`config.mk`:
```
export PLATFORM = sky130hd
export DESIGN_NAME = usrx_top
export DESIGN_NICKNAME = d
export VERILOG_FILES = /design/src/hw/usrx_top.v
export VERILOG_INCLUDE_DIRS = /design/src /design/src/hw
export SDC_FILE = /design/constraint.sdc
export NUM_CORES = 1
export LEC_CHECK = 0
export ABC_CLOCK_PERIOD_IN_PS = 4600
export BUFFER_PORTS_ARGS = -buffer_cell sky130_fd_sc_hd__buf_2
export CAP_MARGIN = 15
export CORE_UTILIZATION = 39
export DETAILED_ROUTE_END_ITERATION = 6
export PLACE_DENSITY = 0.63
export SLEW_MARGIN = 20
export SYNTH_ARGS = -nofsm -noshare
export SYNTH_HDL_FRONTEND = slang
export SYNTH_SLANG_ARGS = --single-unit
```
`constraint.sdc`:
```
create_clock -name clk -period 4.6 [get_ports clk]
set_input_delay 1.15 -clock clk [delete_from_list [all_inputs] [get_ports clk]]
set_output_delay 1.15 -clock clk [all_outputs]
set_load 0.1 [all_outputs]
```
`src/hw/usrx_consts.vh`:
```
/*
 * Constants of the serial port: register offsets, field positions,
 * writable masks and reset values.
 * Assumes byte addressing of 16-bit registers on a plain register port.
 */
`ifndef USRX_CONSTS_VH
`define USRX_CONSTS_VH

// ----------------------------------------
// Register offsets
// ----------------------------------------
`define USRX_OFS_MODE    12'h220
`define USRX_OFS_STA     12'h222
`define USRX_OFS_TXH     12'h224
`define USRX_OFS_RXD     12'h226
`define USRX_OFS_BRG     12'h228

// ----------------------------------------
// Reset values and writable masks
// ----------------------------------------
`define USRX_RST_MODE    16'h0000
`define USRX_RST_STA     16'h0110
`define USRX_RST_RXD     16'h0000
`define USRX_RST_BRG     16'h0000
`define USRX_WMSK_MODE   16'hb4ff
`define USRX_WMSK_STA    16'hece0

// ----------------------------------------
// Mode register fields
// ----------------------------------------
`define USRX_M_EN        15
`define USRX_M_LPBACK    6
`define USRX_M_RXINV     4
`define USRX_M_BRGH      3
`define USRX_M_PDSEL_HI  2
`define USRX_M_PDSEL_LO  1
`define USRX_M_STSEL     0

// ----------------------------------------
// Status register fields
// ----------------------------------------
`define USRX_S_TXEN      10
`define USRX_S_TXBF      9
`define USRX_S_TSE       8
`define USRX_S_ADDEN     5
`define USRX_S_RECEIVER_IDLE_FLAG     4
`define USRX_S_PARITY_ERROR_FLAG      3
`define USRX_S_FRAMING_ERROR_FLAG      2
`define USRX_S_OVERRUN_ERROR_FLAG      1
`define USRX_S_RXDA      0

// ----------------------------------------
// Oversampling
// ----------------------------------------
`define USRX_OS_STD      5'h10
`define USRX_OS_HI       5'h04

`endif

```
`src/hw/usrx_top.v`:
```
/*
 * Serial port receive status and register map, with a simple
 * transmitter and a receive queue FIFO.
 * Assumes one clock, software on a plain strobe port, and a serial line
 * asynchronous to clk (synchronised inside).
 */
// Our own choice: the address-and-strobe port.
`timescale 1ns/10ps
`include "usrx_consts.vh"

// ----------------------------------------
// Receive queue
// ----------------------------------------
module usrx_fifo #(
	parameter W     = 11,
	parameter DEPTH = 16,
	parameter AW    = 4
) (
	input  wire          clk,
	input  wire          reset,
	input  wire          flush,
	input  wire          in_valid,
	output wire          in_ready,
	input  wire [W-1:0]  in_data,
	output wire          out_valid,
	input  wire          out_ready,
	output wire [W-1:0]  out_data
);
	reg [W-1:0]  mem [0:DEPTH-1];
	reg [AW-1:0] wp_q;
	reg [AW-1:0] rp_q;
	reg [AW:0]   cnt_q;
	wire         push;
	wire         pop;

	assign in_ready  = (cnt_q != DEPTH[AW:0]);
	assign out_valid = (cnt_q != {(AW+1){1'b0}});
	assign out_data  = mem[rp_q];
	assign push      = in_valid && in_ready;
	assign pop       = out_valid && out_ready;

	always @(posedge clk)
	begin
		if (push)
			mem[wp_q] <= in_data;
	end

	always @(posedge clk or posedge reset)
	begin
		if (reset)
		begin
			wp_q  <= {AW{1'b0}};
			rp_q  <= {AW{1'b0}};
			cnt_q <= {(AW+1){1'b0}};
		end
		else if (flush)
		begin
			wp_q  <= {AW{1'b0}};
			rp_q  <= {AW{1'b0}};
			cnt_q <= {(AW+1){1'b0}};
		end
		else
		begin
			if (push)
				wp_q <= (wp_q == DEPTH[AW-1:0] - 1'b1) ? {AW{1'b0}} : wp_q + 1'b1;
			if (pop)
				rp_q <= (rp_q == DEPTH[AW-1:0] - 1'b1) ? {AW{1'b0}} : rp_q + 1'b1;
			if (push && !pop)
				cnt_q <= cnt_q + 1'b1;
			else if (pop && !push)
				cnt_q <= cnt_q - 1'b1;
		end
	end
endmodule

// Notes on behaviour
// - Receiver idle flag reads one when no character is arriving, zero otherwise.
// - Parity error flag belongs to the character at the queue head.
// - Framing error flag belongs to the character at the queue head.
// - Overrun flag set by hardware on overflow; software may only clear it.
// - Clearing a set overrun flag empties the queue and returns the receiver to idle.
// - Data available flag reads one while the queue holds a character.
// - After reset the status register reads with only idle and shift-empty set.
// - After reset receive, mode and divisor read zero; transmit holding always reads zero.
// - Unimplemented bits read zero and ignore writes.
// - Five registers at consecutive word offsets from the mode register; full divisor.
// - Reading receive data advances the queue to the next character and flags.
// - Queue holds four characters and is full at four.
module usrx_top #(
	parameter RX_DEPTH = 4,
	parameter RX_AW    = 2
) (
	input  wire        clk,
	input  wire        reset,
	input  wire [11:0] addr,
	input  wire [15:0] wr_data,
	input  wire        wr_en,
	input  wire        rd_en,
	output reg  [15:0] rd_data_q,
	input  wire        rx_pin,
	output reg         tx_q
);
	localparam S_IDLE  = 3'h0;
	localparam S_START = 3'h1;
	localparam S_DATA  = 3'h2;
	localparam S_PAR   = 3'h3;
	localparam S_STOP  = 3'h4;
	localparam S_STOP2 = 3'h5;
	localparam S_TAIL  = 3'h6;

	// ----------------------------------------
	// Registers and derived controls
	// ----------------------------------------
	reg  [15:0] mode_q;
	reg  [15:0] sta_w_q;
	reg  [15:0] brg_q;
	reg         overrun_error_flag_q;
	reg  [15:0] bcnt_q;
	reg         rx_s1_q;
	reg         rx_s2_q;

	wire        en     = mode_q[`USRX_M_EN];
	wire        brgh   = mode_q[`USRX_M_BRGH];
	wire [1:0]  pdsel  = mode_q[`USRX_M_PDSEL_HI:`USRX_M_PDSEL_LO];
	wire        nine   = (pdsel == 2'h3);
	wire        par_on = (pdsel == 2'h1) || (pdsel == 2'h2);
	wire        odd    = (pdsel == 2'h2);
	wire        txen   = sta_w_q[`USRX_S_TXEN];
	wire [4:0]  osr    = brgh ? `USRX_OS_HI : `USRX_OS_STD;
	wire [3:0]  lastb  = nine ? 4'h8 : 4'h7;
	wire        tick   = en && (bcnt_q == 16'h0000);
	wire        wr_sta = wr_en && (addr == `USRX_OFS_STA);
	wire        rx_in;

	// Oversampling clock: one tick every divisor+1 cycles
	always @(posedge clk or posedge reset)
	begin
		if (reset)
			bcnt_q <= 16'h0000;
		else if (!en || bcnt_q == 16'h0000)
			bcnt_q <= brg_q;
		else
			bcnt_q <= bcnt_q - 1'b1;
	end

	// Line input passes two flops before use
	always @(posedge clk or posedge reset)
	begin
		if (reset)
		begin
			rx_s1_q <= 1'b1;
			rx_s2_q <= 1'b1;
		end
		else
		begin
			rx_s1_q <= rx_pin;
			rx_s2_q <= rx_s1_q;
		end
	end

	assign rx_in = mode_q[`USRX_M_LPBACK] ? tx_q : (rx_s2_q ^ mode_q[`USRX_M_RXINV]);

	// ----------------------------------------
	// Receiver
	// ----------------------------------------
	reg  [2:0]  rs_q;
	reg  [4:0]  ros_q;
	reg  [3:0]  rbit_q;
	reg  [8:0]  rsh_q;
	reg         rpar_q;
	wire        rsamp = tick && (ros_q == 5'h00);
	wire        pbad  = par_on && ((^rsh_q[7:0]) ^ rpar_q ^ odd);
	wire        keep  = !(nine && sta_w_q[`USRX_S_ADDEN] && !rsh_q[8]);
	wire        done  = rsamp && (rs_q == S_STOP) && keep;
	wire        q_ready;
	wire        q_valid;
	wire [10:0] q_head;
	wire        ovf   = done && !q_ready;
	wire        flush = wr_sta && overrun_error_flag_q && !wr_data[`USRX_S_OVERRUN_ERROR_FLAG] && !ovf;
	wire        pop   = rd_en && (addr == `USRX_OFS_RXD) && q_valid;

	always @(posedge clk or posedge reset)
	begin
		if (reset)
		begin
			rs_q   <= S_IDLE;
			ros_q  <= 5'h00;
			rbit_q <= 4'h0;
			rsh_q  <= 9'h000;
			rpar_q <= 1'b0;
		end
		else if (!en || flush)
			rs_q <= S_IDLE;
		else if (rs_q == S_IDLE)
		begin
			if (!rx_in)
			begin
				rs_q  <= S_START;
				ros_q <= {1'b0, osr[4:1]} - 1'b1;
				rsh_q <= 9'h000;
			end
		end
		else if (tick)
		begin
			if (ros_q != 5'h00)
				ros_q <= ros_q - 1'b1;
			else
			begin
				ros_q <= osr - 1'b1;
				case (rs_q)
				S_START:
				begin
					rs_q   <= rx_in ? S_IDLE : S_DATA;
					rbit_q <= 4'h0;
				end
				S_DATA:
				begin
					rsh_q[rbit_q] <= rx_in;
					rbit_q        <= rbit_q + 1'b1;
					if (rbit_q == lastb)
						rs_q <= par_on ? S_PAR : S_STOP;
				end
				S_PAR:
				begin
					rpar_q <= rx_in;
					rs_q   <= S_STOP;
				end
				default:
					rs_q <= S_IDLE;
				endcase
			end
		end
	end

	// Full queue refuses the new character; queued ones stay intact
	usrx_fifo #(
		.W     (11),
		.DEPTH (RX_DEPTH),
		.AW    (RX_AW)
	) u_rxq (
		.clk       (clk),
		.reset     (reset),
		.flush     (flush),
		.in_valid  (done),
		.in_ready  (q_ready),
		.in_data   ({pbad, !rx_in, rsh_q}),
		.out_valid (q_valid),
		.out_ready (pop),
		.out_data  (q_head)
	);

	// Overrun: set wins over a clear in the same cycle
	always @(posedge clk or posedge reset)
	begin
		if (reset)
			overrun_error_flag_q <= 1'b0;
		else if (ovf)
			overrun_error_flag_q <= 1'b1;
		else if (wr_sta && !wr_data[`USRX_S_OVERRUN_ERROR_FLAG])
			overrun_error_flag_q <= 1'b0;
	end

	// ----------------------------------------
	// Transmitter
	// ----------------------------------------
	reg  [2:0]  ts_q;
	reg  [4:0]  tos_q;
	reg  [3:0]  tbit_q;
	reg  [8:0]  tsh_q;
	reg  [8:0]  thold_q;
	reg         thf_q;
	wire        tsamp = tick && (tos_q == 5'h00);
	wire        tse   = (ts_q == S_IDLE) && !thf_q;

	always @(posedge clk or posedge reset)
	begin
		if (reset)
		begin
			ts_q    <= S_IDLE;
			tos_q   <= 5'h00;
			tbit_q  <= 4'h0;
			tsh_q   <= 9'h000;
			thold_q <= 9'h000;
			thf_q   <= 1'b0;
			tx_q    <= 1'b1;
		end
		else if (!en || !txen)
		begin
			// Disabling aborts the character and drops the holding word
			ts_q  <= S_IDLE;
			thf_q <= 1'b0;
			tx_q  <= 1'b1;
		end
		else
		begin
			if (wr_en && addr == `USRX_OFS_TXH && !thf_q)
			begin
				thold_q <= wr_data[8:0];
				thf_q   <= 1'b1;
			end
			if (ts_q == S_IDLE)
			begin
				if (thf_q)
				begin
					tsh_q  <= thold_q;
					thf_q  <= 1'b0;
					ts_q   <= S_START;
					tos_q  <= osr - 1'b1;
					tbit_q <= 4'h0;
					tx_q   <= 1'b0;
				end
			end
			else if (tick)
			begin
				if (!tsamp)
					tos_q <= tos_q - 1'b1;
				else
				begin
					tos_q <= osr - 1'b1;
					case (ts_q)
					S_START, S_DATA:
					begin
						tx_q   <= tsh_q[tbit_q];
						tbit_q <= tbit_q + 1'b1;
						if (tbit_q == lastb)
							ts_q <= par_on ? S_PAR : S_STOP;
						else
							ts_q <= S_DATA;
					end
					S_PAR:
					begin
						tx_q <= (^tsh_q[7:0]) ^ odd;
						ts_q <= S_STOP;
					end
					// Each stop bit holds the line high for a full bit before the next start
					S_STOP:
					begin
						tx_q <= 1'b1;
						ts_q <= mode_q[`USRX_M_STSEL] ? S_STOP2 : S_TAIL;
					end
					S_STOP2:
					begin
						tx_q <= 1'b1;
						ts_q <= S_TAIL;
					end
					default:
					begin
						tx_q <= 1'b1;
						ts_q <= S_IDLE;
					end
					endcase
				end
			end
		end
	end

	// ----------------------------------------
	// Register port
	// ----------------------------------------
	wire [15:0] sta_rd = (sta_w_q & `USRX_WMSK_STA)
	                   | {6'h00, thf_q, tse, 8'h00}
	                   | {11'h000, (rs_q == S_IDLE),
	                      q_valid && q_head[10],
	                      q_valid && q_head[9],
	                      overrun_error_flag_q,
	                      q_valid};

	always @(posedge clk or posedge reset)
	begin
		if (reset)
		begin
			mode_q  <= `USRX_RST_MODE;
			sta_w_q <= `USRX_RST_STA & `USRX_WMSK_STA;
			brg_q   <= `USRX_RST_BRG;
		end
		else if (wr_en)
		begin
			case (addr)
			`USRX_OFS_MODE:
				mode_q <= wr_data & `USRX_WMSK_MODE;
			`USRX_OFS_STA:
				sta_w_q <= wr_data & `USRX_WMSK_STA;
			`USRX_OFS_BRG:
				brg_q <= wr_data;
			default:
				brg_q <= brg_q;
			endcase
		end
	end

	always @(posedge clk or posedge reset)
	begin
		if (reset)
			rd_data_q <= 16'h0000;
		else if (rd_en)
		begin
			case (addr)
			`USRX_OFS_MODE:
				rd_data_q <= mode_q;
			`USRX_OFS_STA:
				rd_data_q <= sta_rd;
			`USRX_OFS_RXD:
				rd_data_q <= q_valid ? {7'h00, q_head[8:0]} : `USRX_RST_RXD;
			`USRX_OFS_BRG:
				rd_data_q <= brg_q;
			default:
				rd_data_q <= 16'h0000;
			endcase
		end
		else
			rd_data_q <= 16'h0000;
	end
endmodule

```
==> flow_metrics.tcl, run 1 <==
set metrics [dict create \
    postRouteAntennaNets 0 \
    ys_ff_latch 176 \
    post-route-util_pct 45.3 \
    route.detailed.drc 0 \
    ys_types 67 \
    grt_pass1_vias 5540 \
    post_cts_buffers 0 \
    met1_usage_pct 25.4 \
    ios 50 \
    cts_tree "built" \
    clk_pin_slew_worst_paths_ps 70 \
    portBuffers 49 \
    synth_edf_count 44 \
    synthFlopType "dfrtp_1" \
    period_needed_ps 3430 \
    drtIter0Drc 500 \
    nNetsFinal 819 \
    finalHoldViolCount 0 \
    finClkSkew_ps 10.4 \
    final_common_cell "dfrtp_1" \
    setup_ws_ps 1170 \
    critPathKind "reg -> reg" \
    critPathSlowestCell "nor4b_2" \
    slew_headroom_pct 34.0 \
    seq_area_frac_synth_pct 54.9 \
    first_pass_iters 7 \
    startpoint_type "flop" \
    min_path_type "reg -> reg" \
    antenna_found_initial 0 \
    htree_levels 4 \
    synthCells 721 \
    grt_max_degree 133 \
    grt_use_met2_pct 29.2 \
    cts-root-buf "clkbuf_16" \
    final_cell_count_no_fill 1056 \
    mostFrequentLayoutCells "dfrtp_1, nor2_1, mux2_2" \
    areaGrowthSynthToFinish_pct 13.4 \
    cts.hold.buffers_added 0 \
    dr_total_vias 5732 \
    use_met3_pct 3.94 \
    viasPerCell 5.43 \
    placedCellCount 1024 \
    grt_overflow 0 \
    place_ws_ps 1160 \
    start_util_pct 40.0 \
    syn_area_um2 8430 \
    numCtsBuffers 17 \
    power_density_nw_per_um2 318 \
    post_cts_resized 0 \
    setup_viol 0 \
    syn_nets 772 \
    synth_warnings 0 \
    rows 53 \
    r2r_slack_ps 1170 \
    busiest_layer "met2" \
    timing.fmax_ghz 0.292 \
    worst_pin_slew_ps 988 \
    grt_pass1_wl_mm 30.9 \
    die_width_um 149 \
    die_y_um 149 \
    antennaDiodeCount 0 \
    clockBufferDepth 2 \
    finalMaxSlewViolations 0 \
    track_usage_pct 18.4 \
    cpLargestDelayFamily "simple AND/OR/NAND/NOR gates" \
    syn_area_per_cell_um2 11.7 \
    drive_gt1_share_pct 21.6 \
    core_area_um2 21100 \
    crit_buf_inv 1 \
    fin_crit_sh_pct 74.5 \
    status "finished clean" \
    worstSkewPairLatency_ps 430 \
    async_flop_share_pct 75.0 \
    max_cap_violations 0 \
    path_cells "inv_1 -> ha_1 -> nor4b_1 -> nand3_1 -> nor4b_2 -> and2_1 -> fa_1 -> or2_2 -> a21oi_1" \
    cts.sinks 176 \
    endpoint_kind "flop" \
    dieArea_um2 22200 \
    rsz0062_at_grt "false" \
    tns_ps 0 \
    post-dp-hpwl_mm 13.3 \
    place.gp.congestion 0.784 \
    p_leak_uw 0.00406 \
    cp_max_fo 12 \
    fillerInstances 1971 \
    crit_arrival_ps 3790 \
    peakVddDrop_mv 0.192 \
    drt_wl_total_mm 19.3 \
    crit_required_ps 4960 \
    hold_ws_ps 359 \
    post_drt_wl_per_cell_um 18.3 \
    slowest_delay_ps 870 \
]
-- kinds of logic after synthesis --
kind of cell | count (synthesis) | share of synthesized area [%]
buffers and inverters | 55 | 2.58
adder cells (fa/ha/maj) | 18 | 2.76
XOR/XNOR | 36 | 3.90
AO/OA/AOI/OAI | 129 | 9.65
flip-flops | 176 | 54.9
AND/OR/NAND/NOR | 228 | 14.2
multiplexers | 79 | 12.0
-- cell usage after synthesis (14+ instances only) --
| master | number | area (µm²) |
|---|---|---|
| inv_1 | 25 | 93.8 |
| nand2_1 | 54 | 203 |
| dfrtp_1 | 129 | 3230 |
| xnor2_1 | 20 | 175 |
| ha_1 | 17 | 213 |
| clkbuf_1 | 24 | 90.1 |
| edfxtp_1 | 44 | 1320 |
| xor2_1 | 15 | 131 |
| mux2_2 | 55 | 619 |
| o21ai_0 | 31 | 155 |
| nor2_1 | 56 | 210 |
| nand3_1 | 15 | 75.1 |
| a21oi_1 | 34 | 170 |
| nor3_1 | 24 | 120 |
| o21ai_1 | 14 | 70.1 |
-- registers in the layout (all words and copies together) (netlist names), 8 cells and up --
signal,cells
tsh_q,9
u_rxq.mem,44
bcnt_q,16
mode_q,12
rd_data_q,16
thold_q,9
rsh_q,9
brg_q,16
sta_w_q,8
-- layout make-up --
class | instances | area [µm²] | share of cell area [%]
timing repair buffer | 58 | 325 | 3.40
inverter | 25 | 97.6 | 1.02
clock inverter | 14 | 115 | 1.20
multi-input combinational | 490 | 3620 | 37.9
clock buffer | 18 | 429 | 4.49
sequential | 176 | 4630 | 48.4
tap | 275 | 344 | 3.60
-- final timing paths --
kind | from | end | cells after the start
worst max-delay path | ros_q[0] | u_rxq.cnt_q[1] | 9
worst min-delay path | rx_s1_q | rx_s2_q | 0
worst max register to register | ros_q[0] | u_rxq.cnt_q[1] | 9
worst min register to register | rx_s1_q | rx_s2_q | 0
max in group asynchronous | reset | rbit_q[2] | 3
min in group asynchronous | reset | brg_q[7] | 3
-- worst reg2reg max path, stage by stage, from the launching register on --
cell and delay (ps):
dfrtp_1 400, inv_1 110, ha_1 190, nor4b_1 460
nand3_1 260, nor4b_2 870, and2_1 260, fa_1 400
or2_2 300, a21oi_1 130
-- through the flow --
stage	total power (µW)	area (µm²)
global route	3140	9560
floorplan	1680	8430
global placement	1720	9010
CTS	3070	9550
finish	3040	9560
detailed placement	1720	9010
-- report_power, final --
| group | internal [µW] | switching [µW] |
|---|---|---|
| registers | 1600 | 5.29 |
| logic | 25.7 | 53.5 |
| clock network | 742 | 615 |
-- layer usage --
layer  vias to the layer above  wire (µm)
met5                         -          0
met4                         0        186
met3                        15        859
met2                       123       9300
met1                      2854       8930
li1                       2740          -
(Power assumes the default switching activity.)
==> run 2: changes to the inputs <==
--- a/config.mk
+++ b/config.mk
@@ -6,7 +6,7 @@
 export SDC_FILE = /design/constraint.sdc
 export NUM_CORES = 1
 export LEC_CHECK = 0
-export ABC_CLOCK_PERIOD_IN_PS = 4600
+export ABC_CLOCK_PERIOD_IN_PS = 2800
 export BUFFER_PORTS_ARGS = -buffer_cell sky130_fd_sc_hd__buf_2
 export CAP_MARGIN = 15
 export CORE_UTILIZATION = 39
==> constraint.sdc (replaced) <==
create_clock -name clk -period 2.8 [get_ports clk]
set_input_delay 0.7 -clock clk [delete_from_list [all_inputs] [get_ports clk]]
set_output_delay 0.7 -clock clk [all_outputs]
set_load 0.1 [all_outputs]
==> flow_metrics.tcl, run 2 (synthesized netlist as in run 1, its figures left out) <==
set metrics [dict create \
    status "complete, but fails checks" \
    violations "DRC" \
    critPathKind "reg -> reg" \
    start_util_pct 40.0 \
    cts_tree "built" \
    startpoint_type "flop" \
    final_cell_count_no_fill 1092 \
    p_leak_uw 0.00424 \
    postRouteAntennaNets 0 \
    cpLargestDelayFamily "simple AND/OR/NAND/NOR gates" \
    die_width_um 149 \
    post-route-util_pct 46.7 \
    min_path_type "in -> async" \
    drive_gt1_share_pct 26.1 \
    nNetsFinal 855 \
    p_comb_share_pct 2.8 \
    rsz0062_at_grt "false" \
    htree_levels 4 \
    post_cts_buffers 0 \
    peakVddDrop_mv 0.353 \
    core_area_um2 21100 \
    clk_pin_slew_worst_paths_ps 70 \
    ios 50 \
    clockBufferDepth 2 \
    power_density_nw_per_um2 504 \
    first_pass_iters 7 \
    track_usage_pct 19.4 \
    largest_reg_flops 44 \
    power_uw 4970 \
    p_sw_share_pct 23.0 \
    p_int_uw 3830 \
    viasPerCell 5.47 \
    period_needed_ps 2680 \
    fillerInstances 1964 \
    portBuffers 49 \
    dr_total_vias 5968 \
    endpoint_kind "flop" \
    dieArea_um2 22200 \
    cts-root-buf "clkbuf_16" \
    worst_pin_slew_ps 652 \
    slowest_delay_ps 630 \
    drtIter0Drc 379 \
    p_switching_uw 1140 \
    slew_headroom_pct 56.2 \
    numCtsBuffers 17 \
    placedCellCount 1060 \
    rows 53 \
    finalMaxSlewViolations 0 \
    antennaDiodeCount 0 \
    post-dp-hpwl_mm 14.3 \
    worstSkewPairLatency_ps 430 \
    max_cap_violations 0 \
    grt_pass1_vias 5948 \
    fin_crit_sh_pct 95.6 \
    reg2regPathDepth 6 \
    timing.fmax_ghz 0.374 \
    path_cells "nor4_2 -> nand4b_2 -> or4_4 -> a211o_4 -> o21a_1 -> a31o_1" \
    final_common_cell "dfrtp_1" \
    place.gp.congestion 0.851 \
    grt_overflow 0 \
    r2r_slack_ps 120 \
    register_area_um2 4630 \
    grt_max_degree 97 \
    p_seq_share_pct 53.1 \
    grt_pass1_wl_mm 32.4 \
    cp-startpoint "bcnt_q[10]" \
    mostFrequentLayoutCells "dfrtp_1, nor2_1, mux2_2" \
    route.detailed.drc 9 \
    regToRegEndpoint "ros_q[4]" \
    drt_wl_total_mm 19.9 \
    finClkSkew_ps 6.55 \
    r2r_start "bcnt_q[10]" \
    areaGrowthSynthToFinish_pct 16.9 \
    crit_buf_inv 0 \
    finalHoldViolCount 0 \
    regMostFlops "u_rxq.mem" \
    die_y_um 149 \
    multi_input_area_um2 3660 \
    crit_required_ps 3120 \
    power.clock.fraction_pct 44.1 \
    setup_viol 0 \
    cp_max_fo 16 \
    cts.sinks 176 \
    crit_arrival_ps 3000 \
    post_drt_wl_per_cell_um 18.2 \
    antenna_found_initial 0 \
    critPathSlowestCell "or4_4" \
]
==> run 2: cell types whose count changed in the layout (fill, tap and decap cells not counted), sizes merged <==
| cell | change |
|---|---|
| bufinv | -1 |
| clkinvlp | +2 |
| inv | +2 |
| clkbuf | +1 |
| buf | +36 |
| clkinv | -4 |
==> run 2: area by class of cell <==
class / instances / area share (%)
Clock buffer: 19 / 4.39
Sequential cell: 176 / 46.9
Clock inverter: 13 / 1.05
Inverter: 25 / 0.990
Multi-Input combinational cell: 490 / 37.1
Timing Repair Buffer: 94 / 6.04
Tap cell: 275 / 3.49
==> run 2: worst max-delay path by stage <==
| stage | cells past startpoint | slack [ps] | to |
|---|---|---|---|
| 3_5_place_dp | 9 | -7 | u_rxq.cnt_q[1] |
| 6_report | 6 | 120 | ros_q[4] |
| 3_3_place_gp | 9 | 50 | u_rxq.cnt_q[1] |
| 5_1_grt | 8 | 0.8 | rbit_q[2] |
| 4_1_cts | 9 | 9 | u_rxq.cnt_q[1] |
| 2_1_floorplan | 8 | 50 | u_rxq.cnt_q[1] |
==> run 2: what timing repair did <==
action	4_1_cts	5_1_grt
resized for setup	0	6
endpoints found under the hold margin	0	0
hold buffers	0	0
setup endpoints to repair	0	13
==> run 2: metrics by stage <==
step / setup slack (ps) / instance area [µm²] / hold slack, ps / TNS (ps)
6_report: 123 / 9860 / 243 / 0
5_1_grt: 0.830 / 9860 / 248 / 0
4_1_cts: 8.52 / 9820 / 232 / 0
3_5_place_dp: -6.70 / 9280 / 347 / -6.70
3_3_place_gp: 52.8 / 9280 / 347 / 0
2_1_floorplan: 46.9 / 8450 / 345 / 0
==> run 2: per-layer routing <==
metal / vias to the layer above / GRT usage [%] / share of wire (%)
li1: 2813 / - / -
met1: 2963 / 26.1 / 46
met2: 162 / 31.0 / 47
met3: 30 / 4.19 / 5.0
met4: 0 / 7.19 / 2.1
met5: - / 0 / 0
==> run 2: worst reg2reg max path: stages, from the launching register on <==
cell and delay (ps):
dfrtp_1 440, nor4_2 370, nand4b_2 300, or4_4 640, a211o_4 440, o21a_1 210
a31o_1 170
==> run 2: power groups by stage <==
stage	clock (µW)	combinational, µW	sequential (µW)
finish	2190	137	2640
global route	2340	154	2640
CTS	2240	140	2640
detailed placement	0	139	2690
global placement	0	138	2690
floorplan	0	68.7	2690
